### src/logic/seq_state_pkg.sv
// Package of constants for the sequence state decoder
//
// Notes on behaviour
// - code 20 gives 93, 58, 4004h
// - code 23 gives 93, 13, 4004h
// - code 25 gives 78, blank, 0008h
// - code 27 gives 77, 106, 4008h
// - code 28 gives 66, blank, 0010h
// - code 29 gives 67, 72, 4010h
// - code 30 gives 95, blank, 0020h
// - code 31 gives 96, 58, 4020h
// - code 33 gives 77, 45, 4008h
// - code 34 gives 97, 98, 4020h
// - code 35 gives 83, blank, 0040h
// - code 36 gives 31, blank, 6000h
// - code 37 gives 111, blank, 6000h
// - code 38 gives 102, 105, 4002h
// - codes 39-43 give 102, 2-6, 0008h
// - code 44 gives blanks and A000h
// - code 45 gives 84, blank, 0080h
// - code 47 gives 79, blank, 0008h
// - codes 48, 49 give 68, blank, 0010h
// - state word flags phases by bit
// - nonzero fault code means lockout display
`default_nettype none
package seq_state_pkg;
   localparam int STATE_W = 8;
   localparam int FAULT_W = 8;
   localparam int STR_W = 8;
   localparam int BITS_W = 16;
   localparam logic [STR_W-1:0] STR_BLANK = 8'h00;
   localparam logic [STR_W-1:0] STR_LOCKOUT = 8'd52;
   localparam logic [STR_W-1:0] STR_UNKNOWN = 8'd31;
   localparam logic [BITS_W-1:0] BIT_INITIATE = 16'h0001;
   localparam logic [BITS_W-1:0] BIT_STANDBY = 16'h0002;
   localparam logic [BITS_W-1:0] BIT_PURGE = 16'h0004;
   localparam logic [BITS_W-1:0] BIT_PILOT = 16'h0008;
   localparam logic [BITS_W-1:0] BIT_MAIN = 16'h0010;
   localparam logic [BITS_W-1:0] BIT_RUN = 16'h0020;
   localparam logic [BITS_W-1:0] BIT_POSTPURGE = 16'h0040;
   localparam logic [BITS_W-1:0] BIT_PREIGN = 16'h0080;
   localparam logic [BITS_W-1:0] BIT_VALVE_PROVING = 16'h0100;
   localparam logic [BITS_W-1:0] BIT_ALARM = 16'h2000;
   localparam logic [BITS_W-1:0] BIT_HOLD = 16'h4000;
   localparam logic [BITS_W-1:0] BIT_LOCKOUT = 16'h8000;
   localparam logic [BITS_W-1:0] RESET_BITS = 16'h0000;
   localparam logic [STR_W-1:0] RESET_STR = 8'h00;
endpackage
`default_nettype wire

### src/logic/seq_state_lut.sv
// Combinational table from sequence state code to strings and state word
`default_nettype none
module seq_state_lut
   import seq_state_pkg::*;
(
   input wire logic [seq_state_pkg::STATE_W-1:0] state_code,
   output logic [seq_state_pkg::STR_W-1:0] line1,
   output logic [seq_state_pkg::STR_W-1:0] line2,
   output logic [seq_state_pkg::BITS_W-1:0] state_bits
);
   localparam logic [BITS_W-1:0] HOLD_INIT = BIT_HOLD | BIT_INITIATE;
   localparam logic [BITS_W-1:0] HOLD_STBY = BIT_HOLD | BIT_STANDBY;
   localparam logic [BITS_W-1:0] HOLD_PURGE = BIT_HOLD | BIT_PURGE;
   localparam logic [BITS_W-1:0] HOLD_PILOT = BIT_HOLD | BIT_PILOT;
   localparam logic [BITS_W-1:0] ALARM_ONLY = BIT_HOLD | BIT_ALARM;
   localparam logic [BITS_W-1:0] ALARM_LOCK = BIT_LOCKOUT | BIT_ALARM;

   always_comb begin
      line1 = STR_BLANK;
      line2 = STR_BLANK;
      state_bits = 16'h0000;
      // Codes outside the table read as all blank, no phase
      unique case (state_code)
         8'd1: begin line1 = 8'd48; state_bits = BIT_INITIATE; end
         8'd2: begin line1 = 8'd49; line2 = 8'd8; state_bits = HOLD_INIT; end
         8'd3: begin line1 = 8'd49; line2 = 8'd9; state_bits = HOLD_INIT; end
         8'd4: begin line1 = 8'd49; line2 = 8'd7; state_bits = HOLD_INIT; end
         8'd5: begin line1 = 8'd49; line2 = 8'd60; state_bits = HOLD_INIT; end
         8'd6: begin line1 = 8'd103; state_bits = BIT_STANDBY; end
         8'd7: begin line1 = 8'd104; line2 = 8'd94; state_bits = HOLD_STBY; end
         8'd8: begin line1 = 8'd104; line2 = 8'd106; state_bits = HOLD_STBY; end
         8'd9: begin line1 = 8'd104; line2 = 8'd35; state_bits = HOLD_STBY; end
         8'd10: begin line1 = 8'd104; line2 = 8'd86; state_bits = HOLD_STBY; end
         8'd11: begin line1 = 8'd104; line2 = 8'd101; state_bits = HOLD_STBY; end
         8'd12: begin line1 = 8'd104; line2 = 8'd54; state_bits = HOLD_STBY; end
         8'd13: begin line1 = 8'd104; line2 = 8'd13; state_bits = HOLD_STBY; end
         8'd14: begin line1 = 8'd93; line2 = 8'd40; state_bits = HOLD_PURGE; end
         8'd15: begin line1 = 8'd89; line2 = 8'd39; state_bits = HOLD_PURGE; end
         8'd16: begin line1 = 8'd93; line2 = 8'd98; state_bits = HOLD_PURGE; end
         8'd17: begin line1 = 8'd89; line2 = 8'd56; state_bits = HOLD_PURGE; end
         8'd18: begin line1 = 8'd93; line2 = 8'd35; state_bits = HOLD_PURGE; end
         8'd19: begin line1 = 8'd87; state_bits = BIT_PURGE; end
         8'd20: begin line1 = 8'd93; line2 = 8'd58; state_bits = HOLD_PURGE; end
         8'd21: begin line1 = 8'd93; line2 = 8'd101; state_bits = HOLD_PURGE; end
         8'd22: begin line1 = 8'd93; line2 = 8'd54; state_bits = HOLD_PURGE; end
         8'd23: begin line1 = 8'd93; line2 = 8'd13; state_bits = HOLD_PURGE; end
         8'd24: begin line1 = 8'd93; line2 = 8'd106; state_bits = HOLD_PURGE; end
         8'd25: begin line1 = 8'd78; state_bits = BIT_PILOT; end
         8'd26: begin line1 = 8'd77; line2 = 8'd98; state_bits = HOLD_PILOT; end
         8'd27: begin line1 = 8'd77; line2 = 8'd106; state_bits = HOLD_PILOT; end
         8'd28: begin line1 = 8'd66; state_bits = BIT_MAIN; end
         8'd29: begin line1 = 8'd67; line2 = 8'd72; state_bits = BIT_HOLD | BIT_MAIN; end
         8'd30: begin line1 = 8'd95; state_bits = BIT_RUN; end
         8'd31: begin line1 = 8'd96; line2 = 8'd58; state_bits = BIT_HOLD | BIT_RUN; end
         8'd32: begin line1 = 8'd77; line2 = 8'd46; state_bits = HOLD_PILOT; end
         8'd33: begin line1 = 8'd77; line2 = 8'd45; state_bits = HOLD_PILOT; end
         8'd34: begin line1 = 8'd97; line2 = 8'd98; state_bits = BIT_HOLD | BIT_RUN; end
         8'd35: begin line1 = 8'd83; state_bits = BIT_POSTPURGE; end
         8'd36: begin line1 = STR_UNKNOWN; state_bits = ALARM_ONLY; end
         8'd37: begin line1 = 8'd111; state_bits = ALARM_ONLY; end
         8'd38: begin line1 = 8'd102; line2 = 8'd105; state_bits = HOLD_STBY; end
         8'd39, 8'd40, 8'd41, 8'd42, 8'd43: begin
            line1 = 8'd102;
            line2 = state_code - 8'd37;
            state_bits = BIT_PILOT;
         end
         8'd44: state_bits = ALARM_LOCK;
         8'd45: begin line1 = 8'd84; state_bits = BIT_PREIGN; end
         8'd46: begin line1 = 8'd102; line2 = 8'd1; state_bits = BIT_PILOT; end
         8'd47: begin line1 = 8'd79; state_bits = BIT_PILOT; end
         8'd48, 8'd49: begin line1 = 8'd68; state_bits = BIT_MAIN; end
         8'd50: begin line1 = 8'd104; line2 = 8'd98; state_bits = HOLD_STBY; end
         8'd51, 8'd52, 8'd54, 8'd56, 8'd70: begin line1 = STR_UNKNOWN; state_bits = ALARM_LOCK; end
         8'd53: begin line1 = 8'd102; line2 = 8'd98; state_bits = HOLD_PILOT; end
         8'd55: begin line1 = 8'd104; line2 = 8'd92; state_bits = HOLD_STBY; end
         8'd57: begin line1 = 8'd93; line2 = 8'd92; state_bits = HOLD_PURGE; end
         8'd58: begin line1 = 8'd104; line2 = 8'd35; state_bits = HOLD_STBY; end
         8'd59: begin line1 = 8'd104; line2 = 8'd26; state_bits = HOLD_STBY; end
         8'd60, 8'd61, 8'd62, 8'd63, 8'd64, 8'd65, 8'd66: begin
            // Valve proof steps map to strings 210..216
            line1 = state_code + 8'd150;
            state_bits = BIT_HOLD | BIT_VALVE_PROVING;
         end
         8'd67: begin line1 = 8'd49; line2 = 8'd10; state_bits = HOLD_INIT; end
         8'd68: begin line1 = 8'd104; line2 = 8'd85; state_bits = HOLD_STBY; end
         8'd69: begin line1 = 8'd217; state_bits = ALARM_LOCK; end
         8'd71: begin line1 = 8'd22; line2 = 8'd23; state_bits = HOLD_STBY; end
         // Expanded annunciator rows: second line set for 72 and 73, left blank for 74 and 75
         8'd72: begin line1 = 8'd184; line2 = 8'd30; state_bits = HOLD_STBY; end
         8'd73: begin line1 = 8'd184; line2 = 8'd25; state_bits = HOLD_STBY; end
         8'd74: begin line1 = 8'd184; state_bits = HOLD_STBY; end
         8'd75: begin line1 = 8'd185; state_bits = HOLD_PURGE; end
         default: begin
            line1 = STR_BLANK;
            line2 = STR_BLANK;
            state_bits = 16'h0000;
         end
      endcase
   end
endmodule
`default_nettype wire

### src/logic/sequence_state_decoder.sv
// Registered sequence state decoder with lockout override
`default_nettype none
module sequence_state_decoder
   import seq_state_pkg::*;
(
   input wire logic mclk,
   input wire logic srst,
   input wire logic [seq_state_pkg::STATE_W-1:0] state_code,
   input wire logic [seq_state_pkg::FAULT_W-1:0] fault_code,
   output logic [seq_state_pkg::STR_W-1:0] line1_code,
   output logic [seq_state_pkg::STR_W-1:0] line2_code,
   output logic [seq_state_pkg::BITS_W-1:0] state_bits
);
   logic [STR_W-1:0] lut_line1;
   logic [STR_W-1:0] lut_line2;
   logic [BITS_W-1:0] lut_bits;
   logic [STR_W-1:0] line1_d;
   logic [STR_W-1:0] line2_d;
   logic [BITS_W-1:0] bits_d;
   logic [STR_W-1:0] line1_q;
   logic [STR_W-1:0] line2_q;
   logic [BITS_W-1:0] bits_q;

   seq_state_lut u_lut (
      .state_code(state_code),
      .line1(lut_line1),
      .line2(lut_line2),
      .state_bits(lut_bits)
   );

   // Fault string table lives elsewhere; fault code passed on line 2
   always_comb begin
      if (fault_code != '0) begin
         line1_d = STR_LOCKOUT;
         line2_d = fault_code;
         bits_d = BIT_LOCKOUT;
      end else begin
         line1_d = lut_line1;
         line2_d = lut_line2;
         bits_d = lut_bits;
      end
   end

   // Inputs come from logic on mclk, so no synchroniser
   always_ff @(posedge mclk) begin
      if (srst) begin
         line1_q <= RESET_STR;
         line2_q <= RESET_STR;
         bits_q <= RESET_BITS;
      end else begin
         line1_q <= line1_d;
         line2_q <= line2_d;
         bits_q <= bits_d;
      end
   end

   assign line1_code = line1_q;
   assign line2_code = line2_q;
   assign state_bits = bits_q;
endmodule
`default_nettype wire

### config.mk
export PLATFORM = sky130hd
export DESIGN_NAME = sequence_state_decoder
export DESIGN_NICKNAME = d
export VERILOG_FILES = /design/src/logic/seq_state_pkg.sv /design/src/logic/seq_state_lut.sv /design/src/logic/sequence_state_decoder.sv
export SDC_FILE = /design/constraint.sdc
export NUM_CORES = 1
export LEC_CHECK = 0
export BUFFER_PORTS_ARGS = -buffer_cell sky130_fd_sc_hd__buf_4
export CORE_MARGIN = 10
export CORE_UTILIZATION = 50
export DETAILED_ROUTE_END_ITERATION = 8
export PLACE_DENSITY_LB_ADDON = 0.3
export SYNTH_ARGS = -nofsm -noshare
export SYNTH_HDL_FRONTEND = slang
export SYNTH_HIERARCHICAL = 1
export SYNTH_SLANG_ARGS = --single-unit
### constraint.sdc
create_clock -name mclk -period 3.4 [get_ports mclk]
set_input_delay 0.17 -clock mclk [delete_from_list [all_inputs] [get_ports mclk]]
set_output_delay 0.17 -clock mclk [all_outputs]
set_load 0.01 [all_outputs]
==> results.toml <==
[die]
std_cell_rows = 26
die-area_sq_um = 8750
die_height_microns = 93.5
core_area_sq_um = 5170
pin_count = 50
die_w_microns = 93.5
floorplan.initialDensity_pct = 52.3

[drt]
wl_per_cell_microns = 19.6
drt_iter0_markers = 539
remaining_drc_errors = 0
route.antenna.remaining_nets = 0
vias = 3044
finalWirelength_microns = 9130
route.detailed.vias_per_inst = 6.53
detail_route.first_pass.iterations = 6

[cts]
cts_inserted_buffers = 5
post_cts_hold_buffer_count = 0
cts_setup_buffers = 0
tritoncts = "built"
clkSlewWorstSetupHoldPaths_ps = 70
clock_sinks = 32
clk_root_buffer_cell = "sky130_fd_sc_hd__clkbuf_8"
h-tree-depth = 2
ctsResizeCount = 0
cts.path.max_buffers = 2

[yosys]
synthesis.area_sq_um = 2700
synthTopCellsByArea = "sky130_fd_sc_hd__dfxtp_1 (24%), sky130_fd_sc_hd__a21oi_1 (6.3%), sky130_fd_sc_hd__nor2_1 (6.0%)"
seq_area_frac_synth_pct = 23.7
distinct_cell_type_count_after_synthesis = 69
yosysTopAreaCellShare_pct = 23.7
synth-seq-cells = 32
number_of_synthesized_flops_with_an_enable_pin = 0
yosysTopAreaCell = "sky130_fd_sc_hd__dfxtp_1"
ys_async_sr_fraction_pct = 0
synth-warning-count = 6
synthFlopType = "sky130_fd_sc_hd__dfxtp_1"
synth_area_per_cell_sq_um = 7.33
post_synth_inst_count = 369

[placement]
portBuffers = 49
dp_hpwl_microns = 6730
gp_congestion = 1.02

[timing]
final_hold_viol_count = 0
setup-tns-final_ps = 0
post-route-min-period_ps = 2450
maxSlewHeadroom_pct = 31.5
achievable-frequency_ghz = 0.408
maxSlewViolCount = 0
post-route-period-util_pct = 72.1
number_of_endpoints_failing_setup_at_the_final_stage = 0
unrepaired_setup_endpoints_after_global_routing = "no"
tightestPinTransition_ps = 1010

[power]
powerDensity_nw_per_um2 = 306
vdd_ir_drop_max_v = 0.000170
cellLeakagePower_nw = 1.26

[grt]
grt_first_pass_wirelength_microns = 14300
pin_count_of_the_biggest_net_entering_global_routing = 42
groute.layer.met1.usage_pct = 24.8
grt_usage_pct = 20.1
grt_antenna_before_repair = 0
global_route_overflow = 0
first_global_vias = 2718
globalRoute.busiestLayer = "met2"
use_met3_pct = 7.11
met2_usage_pct = 29.9

[critical_path]
path_max_fanout = 19
cp_cell_sequence = "buf_4, inv_1, ha_1, or4_4, a21oi_2, nor3_1, nor4_1, nand4_1, nor4b_1, a21oi_1, nor2_1"
arrival_ps = 2630
crit_slowest_cell = "sky130_fd_sc_hd__or4_4"
setup.worst_path.start_class = "input port"
max_stage_delay_ps = 660
criticalPathCategory = "in2reg"
worstSetupEndpointType = "flip-flop"
worst-endpoint-required_ps = 3580

[final_layout]
layout.filler_cells = 485
fin_nets = 420
final_core_util_pct = 59.9
antenna_cells_inserted = 0
area_growth_pct = 14.6
multiInputGateArea_sq_um = 1830
drive_gt1_share_pct = 19.7
seqCellArea_sq_um = 641

[worst_hold_path]
hold_class = "in2reg"

[outcome]
status = "finished, final reports clean"

[job]
max_cap_violations = 0
worst max-delay path, delay by kind of cell:
family	cells	cell delay, ps
fa+ha+maj	1	430
simple gates	6	1420
compound gates	2	420
buf+inv	2	190
worst paths after layout:
| path | from | to | slack, ps | cells after the start |
|---|---|---|---|---|
| worst max-delay path | state_code[1] | line2_code[3]$_SDFF_PP0_ | 950 | 11 |
| worst min-delay path | fault_code[6] | line2_code[6]$_SDFF_PP0_ | 140 | 3 |
layout by cell type, fill, tap and decap left out, types with 5 or more instances in the layout:
| cell | n |
|---|---|
| sky130_fd_sc_hd__a21oi_1 | 34 |
| sky130_fd_sc_hd__and2_1 | 21 |
| sky130_fd_sc_hd__and3_1 | 5 |
| sky130_fd_sc_hd__buf_4 | 53 |
| sky130_fd_sc_hd__clkbuf_8 | 5 |
| sky130_fd_sc_hd__dfxtp_1 | 32 |
| sky130_fd_sc_hd__ha_1 | 7 |
| sky130_fd_sc_hd__inv_1 | 7 |
| sky130_fd_sc_hd__nand2_1 | 21 |
| sky130_fd_sc_hd__nand3_1 | 13 |
| sky130_fd_sc_hd__nand4_1 | 9 |
| sky130_fd_sc_hd__nor2_1 | 43 |
| sky130_fd_sc_hd__nor2b_1 | 7 |
| sky130_fd_sc_hd__nor3_1 | 14 |
| sky130_fd_sc_hd__nor4_1 | 7 |
| sky130_fd_sc_hd__nor4b_1 | 10 |
| sky130_fd_sc_hd__o21ai_0 | 17 |
| sky130_fd_sc_hd__o22ai_1 | 9 |
Yosys cell counts (3+ instances only):
library cell,instances
sky130_fd_sc_hd__a21oi_1,34
sky130_fd_sc_hd__a22oi_1,3
sky130_fd_sc_hd__a31oi_1,3
sky130_fd_sc_hd__a32oi_1,3
sky130_fd_sc_hd__and2_1,21
sky130_fd_sc_hd__and3_1,5
sky130_fd_sc_hd__and3b_1,4
sky130_fd_sc_hd__buf_2,12
sky130_fd_sc_hd__buf_4,6
sky130_fd_sc_hd__buf_6,5
sky130_fd_sc_hd__clkbuf_1,12
sky130_fd_sc_hd__dfxtp_1,32
sky130_fd_sc_hd__ha_1,7
sky130_fd_sc_hd__inv_1,7
sky130_fd_sc_hd__nand2_1,21
sky130_fd_sc_hd__nand2b_1,3
sky130_fd_sc_hd__nand3_1,13
sky130_fd_sc_hd__nand3b_1,4
sky130_fd_sc_hd__nand4_1,9
sky130_fd_sc_hd__nor2_1,43
sky130_fd_sc_hd__nor2b_1,7
sky130_fd_sc_hd__nor3_1,14
sky130_fd_sc_hd__nor4_1,7
sky130_fd_sc_hd__nor4b_1,10
sky130_fd_sc_hd__o21ai_0,17
sky130_fd_sc_hd__o22ai_1,9
sky130_fd_sc_hd__or3_1,4
sky130_fd_sc_hd__or4_4,3
sequential cells by signal (all words and copies together), names as in the netlist:
register    count
state_bits     16
line1_code      8
line2_code      8
where the power goes:
part	total [W]	switching, W	internal (W)	leakage, nW
clock network	0.000359	0.000142	0.000217	0.0541
logic	0.000203	0.000130	0.0000732	0.942
registers	0.000385	0.00000232	0.000382	0.261
cell families (layout without fill, tap and decap cells):
kind of cell	Yosys count	in the layout	share of synthesized area, %
flip-flops	32	32	23.7
multiplexers	1	1	0.370
buffers and inverters	44	68	8.88
AND/OR/NAND/NOR	187	187	40.4
adder cells (fa/ha/maj)	7	7	3.24
AO/OA/AOI/OAI	94	94	22.4
other	1	4	0.139
XOR/XNOR	3	3	0.972
metal layers:
metal | wire (microns) | vias to the layer above | part of all wire [%]
met5 | 0 | - | 0
met4 | 460 | 0 | 5.0
met2 | 3980 | 249 | 44
met1 | 3570 | 1344 | 39
met3 | 1110 | 52 | 12
li1 | - | 1399 | -
area by class of cell:
type / instances / area share (%)
clock buffers: 5 / 2.22
inverters: 7 / 0.848
repair buffers: 53 / 12.8
multi-input cells: 296 / 59.2
well taps: 70 / 2.83
flip-flops and latches: 32 / 20.7
clock inverters: 3 / 1.37
through the flow:
stage	hold slack (ps)	cells	cell area, sq um	worst slack, ps	power (W)
detailed placement	432	458	2990	697	0.000589
CTS	132	466	3100	1000	0.000949
global placement	430	458	2990	687	0.000592
finish	136	466	3100	947	0.000947
floorplan	242	372	2720	1290	0.000527
global route	149	466	3100	631	0.000990
Note: power is estimated with default switching activity, not from simulation.
